--- config.mk ---
export PLATFORM = sky130hd
export DESIGN_NAME = clgb_top
export DESIGN_NICKNAME = d
export VERILOG_FILES = /design/src/rtl/clgb_pkg.sv /design/src/rtl/clgb_eval.sv /design/src/rtl/clgb_top.sv
export VERILOG_INCLUDE_DIRS = /design/src /design/src/rtl
export SDC_FILE = /design/constraint.sdc
export NUM_CORES = 1
export LEC_CHECK = 0
export BUFFER_PORTS_ARGS = -buffer_cell sky130_fd_sc_hd__buf_2
export CORE_MARGIN = 3
export CORE_UTILIZATION = 42
export DETAILED_ROUTE_END_ITERATION = 7
export PLACE_DENSITY_LB_ADDON = 0.3
export SYNTH_ARGS = -nofsm -noshare
export SYNTH_HDL_FRONTEND = slang
export SYNTH_SLANG_ARGS = --single-unit
--- constraint.sdc ---
create_clock -name clk -period 1.6 [get_ports clk]
set_clock_uncertainty 0.15 [all_clocks]
set_input_delay 0.24 -clock clk [delete_from_list [all_inputs] [get_ports clk]]
set_output_delay 0.24 -clock clk [all_outputs]
set_load 0.1 [all_outputs]
--- src/rtl/clgb_consts.svh ---
// Purpose: Constants of the configurable logic gate block
// Assumes: Included by the package and the design modules
// Notes: Positions are receiver indices
`ifndef CLGB_CONSTS_SVH
`define CLGB_CONSTS_SVH

`define CLGB_NUM_IN 8
`define CLGB_FUNC_W 4
`define CLGB_ERRH_W 2
`define CLGB_LATCH_SRC_IDX 0
`define CLGB_LATCH_HOLD_IDX 1
`define CLGB_FF_SET_IDX 0
`define CLGB_FF_CLR_IDX 1
`define CLGB_OUT_VAL_RST 1'b0
`define CLGB_OUT_ERR_RST 1'b0
`define CLGB_HELD_RST 1'b0
`define CLGB_HOLD_PREV_RST 1'b0
`define CLGB_FF_Q_RST 1'b0

`endif

--- src/rtl/clgb_pkg.sv ---
// Purpose: Types of the configurable logic gate block
// Assumes: Constants header on the include path
// Notes: Function codes 9 to 15 are illegal and act as off
`include "clgb_consts.svh"

package clgb_pkg;

    typedef enum logic [`CLGB_FUNC_W-1:0] {
        CLGB_OFF = 4'h0,
        CLGB_AND = 4'h1,
        CLGB_NAND = 4'h2,
        CLGB_ALL_EQUAL_OP = 4'h3,
        CLGB_NOT_ALL_EQUAL_OP = 4'h4,
        CLGB_OR = 4'h5,
        CLGB_NOR = 4'h6,
        CLGB_LATCH = 4'h7,
        CLGB_FLIP_FLOP = 4'h8
    } clgb_func_t;

    typedef enum logic [`CLGB_ERRH_W-1:0] {
        CLGB_TRUE_GOOD = 2'h0,
        CLGB_TRUE_BAD = 2'h1,
        CLGB_FALSE_GOOD = 2'h2,
        CLGB_FALSE_BAD = 2'h3
    } clgb_errh_t;

    typedef struct packed {
        logic out_val;
        logic out_err;
        logic held;
        logic hold_prev;
        logic ff_q;
    } clgb_state_t;

endpackage

--- src/rtl/clgb_eval.sv ---
// Purpose: Combinational evaluation of the eight-input gate functions
// Assumes: Inputs come from logic on the same clock
// Notes: Unconnected receivers are masked out before any reduction
`timescale 1ns/1ps
`include "clgb_consts.svh"

module clgb_eval (
    input wire logic [`CLGB_NUM_IN-1:0] in_val,
    input wire logic [`CLGB_NUM_IN-1:0] in_conn,
    input wire logic [`CLGB_NUM_IN-1:0] in_err,
    input wire clgb_pkg::clgb_func_t func_sel,
    output logic gate_res,
    output logic gate_undet
);

    logic any_true;
    logic all_true;
    logic all_false;

    assign any_true = |(in_val & in_conn);
    assign all_true = &(in_val | ~in_conn);
    assign all_false = ~any_true;

    // No connected receiver, or a connected one in error
    assign gate_undet = (in_conn == 8'h00) || (|(in_err & in_conn));

    always_comb begin
        unique case (func_sel)
            clgb_pkg::CLGB_AND: gate_res = all_true;
            clgb_pkg::CLGB_NAND: gate_res = ~all_true;
            clgb_pkg::CLGB_ALL_EQUAL_OP: gate_res = all_true | all_false;
            clgb_pkg::CLGB_NOT_ALL_EQUAL_OP: gate_res = ~(all_true | all_false);
            clgb_pkg::CLGB_OR: gate_res = any_true;
            clgb_pkg::CLGB_NOR: gate_res = all_false;
            default: gate_res = 1'b0;
        endcase
    end

endmodule

--- src/rtl/clgb_top.sv ---
// Purpose: Configurable logic gate block with registered value and error
// Assumes: Receivers driven by logic on clk; one clock, async low reset
// Notes: Latch and flip-flop use receivers 0 and 1
//
// Overview of operation
// - Off function drives output false
// - Values are two-level: false or true
// - And: true only if all true
// - Nand: true if any input false
// - All-equal: true when inputs agree
// - Not-all-equal: true when any two differ
// - Or: true if any input true
// - Nor: true only if all false
// - Latch follows source, holds on hold rise
// - Flip-flop set forces true, clear false; clear wins when both are raised
// - Unconnected inputs excluded from evaluation
// - Undetermined result uses error-handling setting
`timescale 1ns/1ps
`include "clgb_consts.svh"

module clgb_top (
    input wire logic clk,
    input wire logic rst_n,
    input wire logic clk_en,
    input wire logic [`CLGB_NUM_IN-1:0] in_val,
    input wire logic [`CLGB_NUM_IN-1:0] in_conn,
    input wire logic [`CLGB_NUM_IN-1:0] in_err,
    input wire clgb_pkg::clgb_func_t func_sel,
    input wire clgb_pkg::clgb_errh_t err_sel,
    output logic out_val,
    output logic out_err
);

    clgb_pkg::clgb_state_t st_r;
    clgb_pkg::clgb_state_t st_nxt;
    logic gate_res;
    logic gate_undet;
    logic src_in;
    logic hold_in;
    logic set_in;
    logic clr_in;
    logic latch_undet;
    logic ff_undet;
    logic errh_val;
    logic errh_err;

    ////////////////////////////////////////////////////////////////////////
    // Gate evaluation

    clgb_eval u_eval (
        .in_val(in_val),
        .in_conn(in_conn),
        .in_err(in_err),
        .func_sel(func_sel),
        .gate_res(gate_res),
        .gate_undet(gate_undet)
    );

    ////////////////////////////////////////////////////////////////////////
    // Dedicated receivers; unconnected ones read as false

    assign src_in = in_val[`CLGB_LATCH_SRC_IDX] & in_conn[`CLGB_LATCH_SRC_IDX];
    assign hold_in = in_val[`CLGB_LATCH_HOLD_IDX] & in_conn[`CLGB_LATCH_HOLD_IDX];
    assign set_in = in_val[`CLGB_FF_SET_IDX] & in_conn[`CLGB_FF_SET_IDX];
    assign clr_in = in_val[`CLGB_FF_CLR_IDX] & in_conn[`CLGB_FF_CLR_IDX];

    // Missing source or an erroneous control leaves the result unknown
    assign latch_undet = ~in_conn[`CLGB_LATCH_SRC_IDX]
        | (in_err[`CLGB_LATCH_SRC_IDX] & in_conn[`CLGB_LATCH_SRC_IDX])
        | (in_err[`CLGB_LATCH_HOLD_IDX] & in_conn[`CLGB_LATCH_HOLD_IDX]);
    assign ff_undet = (in_err[`CLGB_FF_SET_IDX] & in_conn[`CLGB_FF_SET_IDX])
        | (in_err[`CLGB_FF_CLR_IDX] & in_conn[`CLGB_FF_CLR_IDX]);

    assign errh_val = (err_sel == clgb_pkg::CLGB_TRUE_GOOD) || (err_sel == clgb_pkg::CLGB_TRUE_BAD);
    assign errh_err = (err_sel == clgb_pkg::CLGB_TRUE_BAD) || (err_sel == clgb_pkg::CLGB_FALSE_BAD);

    ////////////////////////////////////////////////////////////////////////
    // Next state

    always_comb begin
        st_nxt = st_r;
        if (clk_en) begin
            st_nxt.hold_prev = hold_in;
            unique case (func_sel)
                clgb_pkg::CLGB_AND, clgb_pkg::CLGB_NAND, clgb_pkg::CLGB_ALL_EQUAL_OP,
                clgb_pkg::CLGB_NOT_ALL_EQUAL_OP, clgb_pkg::CLGB_OR, clgb_pkg::CLGB_NOR: begin
                    st_nxt.out_val = gate_undet ? errh_val : gate_res;
                    st_nxt.out_err = gate_undet ? errh_err : 1'b0;
                end
                clgb_pkg::CLGB_LATCH: begin
                    if (latch_undet) begin
                        st_nxt.out_val = errh_val;
                        st_nxt.out_err = errh_err;
                    end else begin
                        if (!hold_in || !st_r.hold_prev) begin
                            st_nxt.held = src_in;
                        end
                        st_nxt.out_val = (!hold_in || !st_r.hold_prev) ? src_in : st_r.held;
                        st_nxt.out_err = 1'b0;
                    end
                end
                clgb_pkg::CLGB_FLIP_FLOP: begin
                    if (ff_undet) begin
                        st_nxt.out_val = errh_val;
                        st_nxt.out_err = errh_err;
                    end else begin
                        if (clr_in) begin
                            st_nxt.ff_q = 1'b0;
                        end else if (set_in) begin
                            st_nxt.ff_q = 1'b1;
                        end
                        st_nxt.out_val = clr_in ? 1'b0 : (set_in ? 1'b1 : st_r.ff_q);
                        st_nxt.out_err = 1'b0;
                    end
                end
                default: begin
                    st_nxt.out_val = 1'b0;
                    st_nxt.out_err = 1'b0;
                end
            endcase
        end
    end

    ////////////////////////////////////////////////////////////////////////
    // State register

    always_ff @(posedge clk or negedge rst_n) begin
        if (!rst_n) begin
            st_r.out_val <= `CLGB_OUT_VAL_RST;
            st_r.out_err <= `CLGB_OUT_ERR_RST;
            st_r.held <= `CLGB_HELD_RST;
            st_r.hold_prev <= `CLGB_HOLD_PREV_RST;
            st_r.ff_q <= `CLGB_FF_Q_RST;
        end else begin
            st_r <= st_nxt;
        end
    end

    assign out_val = st_r.out_val;
    assign out_err = st_r.out_err;
endmodule

[Word-level counts from Yosys, hierarchy flattened]
Cells that the tools add are included.
Storage, ports and cells
  output and inout bits: 2
  word-level logic and storage cells: 56
  input port bits: 33
  register bits: 5
Cells by class
  bitwise operators: 18
  equal/unequal tests: 10
  multiplexer cells: 9
  reductions and logical operators: 14
Operators by type and width (number)
  8-bit AND: 2
  4-bit by 3-bit == test with 1-bit output, second input constant: 4
  8-bit OR reduction: 2
  4-bit by 2-bit == test with 1-bit output, second input constant: 2
  8-bit logical NOT: 1
  8-bit NOT: 1
  8-bit bitwise OR: 1
  8-bit AND reduction: 1
  1-bit NOT: 6
  1-bit case mux with 6 select lines: 1
  2-bit case mux with 3 select lines: 1
  3-bit AND reduction: 2
  6-bit OR reduction: 1
  1-bit two-way mux: 5
  1-bit AND: 4
  4-bit by 1-bit == test with 1-bit output, second input constant: 1
  4-bit == test, second input constant: 1
  1-bit logical OR: 4
  2-bit two-way mux: 2
  1-bit bitwise OR: 4
  2-bit by 1-bit == test with 1-bit output, second input constant: 1
  2-bit == test, second input constant: 1
  1-bit logical NOT: 2
  2-bit logical NOT: 1

[Logic depth before layout (Yosys ltp)]
  word-level depth: 8
  mapped depth: 5
  mapped depth without buffers: 5

[Hierarchy]
From an unflattened synthesis, not the netlist that was laid out.
Unflattened totals
  cells, all modules: 81
  area total of the unflattened synthesis: 640.6 µm²
Modules (own cells, without submodules)
  clgb_top: seq. area each 125.1 µm², times used 1, cells each 46, area an instance 422.9 µm²
  clgb_eval: seq. area each 0.0 µm², times used 1, cells each 35, area an instance 217.7 µm²

[Least setup slack after synthesis]
No wires, ideal clock.
  kind: input to register
  start: in func_sel[1]
  end: reg out_val (netlist name)
  required time: 1.363 ns
  library setup time: 0.087 ns
  slack: -0.302 ns
  buffers on the path: 0
  stages: 5
  arrival: 1.665 ns
  cells stage by stage: or4b_4 or4_4 o311ai_2 nor3b_1 a211oi_2
Between the ends
  word-level cells in the longest chain between the ends: 4
  elaborated cells on any way between the ends: 12
  those cells by class: 8 x eq/ne; 3 x mux; 1 x reduce/logical
Ends and longest elaborated chain
  start, declared: RTL line clgb_top.sv:28  | input wire clgb_pkg::clgb_func_t func_sel,
  4-bit by 3-bit == test with 1-bit output, or another cell as far along: RTL line clgb_eval.sv:28, clgb_top.sv:84
  1-bit case mux with 6 select lines: RTL line clgb_eval.sv:28  | unique case (func_sel)
  1-bit two-way mux: RTL line clgb_top.sv:87  | st_nxt.out_val = gate_undet ? errh_val : gate_res;
  2-bit case mux with 3 select lines (*): RTL line clgb_top.sv:84  | unique case (func_sel)
Every way passes the cells marked *; elsewhere a longest branch is shown, timed or not.
A chain may end at the register's enable or synchronous reset.

[Worst setup path in the final report]
  start: in func_sel[1]
  end: reg out_val (netlist name)
Between the ends
  word-level cells in the longest chain between the ends: 4
  elaborated cells on any way between the ends: 12
  those cells by class: 8 x eq/ne; 3 x mux; 1 x reduce/logical
Ends and longest elaborated chain (RTL line)
  4-bit by 3-bit == test with 1-bit output, or another cell as far along: clgb_eval.sv:28, clgb_top.sv:84
  1-bit case mux with 6 select lines: clgb_eval.sv:28
  1-bit two-way mux: clgb_top.sv:87
  2-bit case mux with 3 select lines (*): clgb_top.sv:84
Marked as above.

==> reports/results.ini <==
[synth]
synth-async-reset-ratio_pct=100.0
yosysTopAreaCell=dfrtp_1
synth_edf_count=0
yosysMostFrequentCell=a22oi_1
synth_area_per_cell_um2=8.056
ys_warn_count=0
synth_area_leaders=dfrtp_1 21%, a22oi_1 8.9%, nor2b_1 6.4%
ys.flop_type=dfrtp_1
netlist_instances=73
synth_commonest_cells=7 x a22oi_1, 6 x inv_1, 6 x nor2b_1
synth_seq_cells=5
netlist_area_um2=588.1
synth_nets=106
synthDominantCellAreaShare_pct=21.28
yosysUniqueCellTypes=34
ys_seq_area_share_pct=21.28

[timing]
fmax_mhz=592.7
timing.final.crit_share_pct=105.4
min_period_ns=1.687
maxSlewHeadroom_pct=67.46
worst_pin_slew_ns=0.4915
setup_ws_ns=-0.08710
hold_viol=0
hold-worst-slack_ns=0.07992
tns_ns=-0.08710
rsz0062_at_grt=true
maxSlewViolCount=0
setup_violations=1

[layout]
n_antenna_cell=0
fill_cells=86
regArea_um2=125.1
instances_no_fill=141
area_growth_pct=64.26
nets=161
multi_input_area_um2=461.7
drive_gt1_share_pct=50.39

[critical_path]
setup.worst_path.start=func_sel[1]
crit_path_end_kind=flop
critPathRequiredTime_ns=1.62
regToRegSetupSlack_ns=0.04
crit_fanout=3
start_kind=input port
r2r-end=out_val
r2r-start=st_r[0]
cp.arrival_ns=1.71
critPathKind=in -> reg
worst_r2r_path_depth=5
crit_end=out_val

[global_routing]
antenna_found_initial=0
grt_pass1_wl_um=3560
grt.overflow.total=0
grt_max_degree=9
grt_pass1_vias=838
grt_usage_pct=24.96

[clocking]
clk_pin_slew_worst_paths_ns=0.04
clockRootBuffer=clkbuf_4
cts_buffers=3
cts_num_sinks=5
ctsLongestPathBuffers=2
cts_tree=done
htreeDepth=1
clock_latency_ns=0.26
post_cts_buffers=0

[detailed_routing]
first_pass_iters=4
first_iter_violations=31
drt_wl_total_um=2156
via_count=815
ant_nets=0
viasPerCell=5.780
wl_per_cell_um=15.29
drc=0

[pwr]
peakVddDrop_mv=0.4766
swShare_pct=37.54
internal_power_w=0.0003476
clkPwrFrac_pct=28.3
p_total_w=0.0005565
leakage_nw=0.4823
combinationalPowerShare_pct=45.0
seqPwrFrac_pct=26.7
p_per_area_nw_per_um2=576.2
p_switching_w=0.0002089

[die]
fp.dieW_um=43.42
fp.dieH_um=43.42
start_util_pct=48.96
core_um2=1201
std_cell_rows=12
io-pin-count=35
dieArea_um2=1885

[placement]
dp.cells=136
gp_congestion=0.8216
pre_cts_ws_ns=-0.3606
port_buffers=34
dp_hpwl_um=1841

[hold_path]
hold_class=in -> reg

[status]
violations=negative setup slack
status=complete, but fails checks

[job]
drv_cap=0

-- worst max-delay path: stages --
cell      delay (ns)
buf_6           0.09
or4b_4          0.54
or4_4           0.44
o311ai_4        0.11
nor3b_2         0.09
a211oi_2        0.18
-- layout by cell type (no fill, tap or decap), types with 2 or more instances in the layout --
| master | instances |
|---|---|
| o22ai_1 | 2 |
| a211oi_2 | 2 |
| nor2b_1 | 6 |
| buf_4 | 16 |
| a22oi_1 | 7 |
| nor2_1 | 4 |
| buf_2 | 32 |
| dfrtp_1 | 5 |
| o21ai_0 | 2 |
| and3_1 | 2 |
| nor3_1 | 3 |
| nand2_1 | 3 |
| a2111oi_0 | 2 |
| and2_1 | 2 |
| inv_1 | 6 |
| a21oi_1 | 2 |
| or4_1 | 2 |
| nand3_1 | 2 |
| clkbuf_4 | 3 |
| a31oi_1 | 2 |
| a31o_2 | 2 |
| mux2_2 | 2 |
| buf_6 | 2 |
| nand4b_1 | 2 |
-- per-stage QoR --
step | util, % | area, µm²
after floorplan | - | 608.1
after detailed placement | 75.83 | 910.9
final | 80.42 | 965.9
after global placement | 75.83 | 910.9
after CTS | 78.85 | 947.2
after global routing | 80.42 | 965.9
-- how the worst min path moves through the flow --
stage	from	to	cells past startpoint
detailed placement	rst_n	st_r[0]	1
CTS	err_sel[0]	out_err	3
global route	err_sel[0]	out_err	3
finish	err_sel[0]	out_err	3
global placement	rst_n	out_err	1
floorplan	rst_n	out_err	0
-- logic make-up after synthesis --
group | synth area share [%]
AO/OA/AOI/OAI | 34.47
AND/OR/NAND/NOR | 34.04
multiplexers | 5.532
buffers and inverters | 4.680
flip-flops | 21.28
-- state kept, by name, indices dropped and copies added, names as in the netlist --
| name | cells |
|---|---|
| out_val | 1 |
| st_r | 3 |
| out_err | 1 |
-- final cells by class --
cell class	count	share of cell area, %
inverters	6	2.332
clock buffers	4	2.720
flip-flops and latches	5	12.95
repair buffers	51	32.38
well taps	14	1.813
multi-input cells	61	47.80
-- power by group through the flow --
stage           logic, W  clock network, W  registers [W]
3_5_place_dp    0.000240                 0       0.000149
6_report        0.000250          0.000158       0.000149
3_3_place_gp    0.000230                 0       0.000149
4_1_cts         0.000243          0.000160       0.000148
2_1_floorplan  0.0000848                 0       0.000188
5_1_grt         0.000272          0.000169       0.000150
-- routing by layer --
| layer | up-vias | global-route usage (%) | wire length (µm) |
|---|---|---|---|
| met4 | 0 | 10.84 | 46 |
| li1 | 406 | - | - |
| met5 | - | 0 | 0 |
| met3 | 5 | 5.809 | 95 |
| met2 | 25 | 44.54 | 1147 |
| met1 | 379 | 27.93 | 867 |
-- timing repair --
action	4_1_cts	5_1_grt
resized for setup	0	3
hold buffers	1	0
endpoints found under the setup margin	1	1
hold endpoints to repair	5	0
pin swaps	1	0
Power figures use the tool's default switching activity.
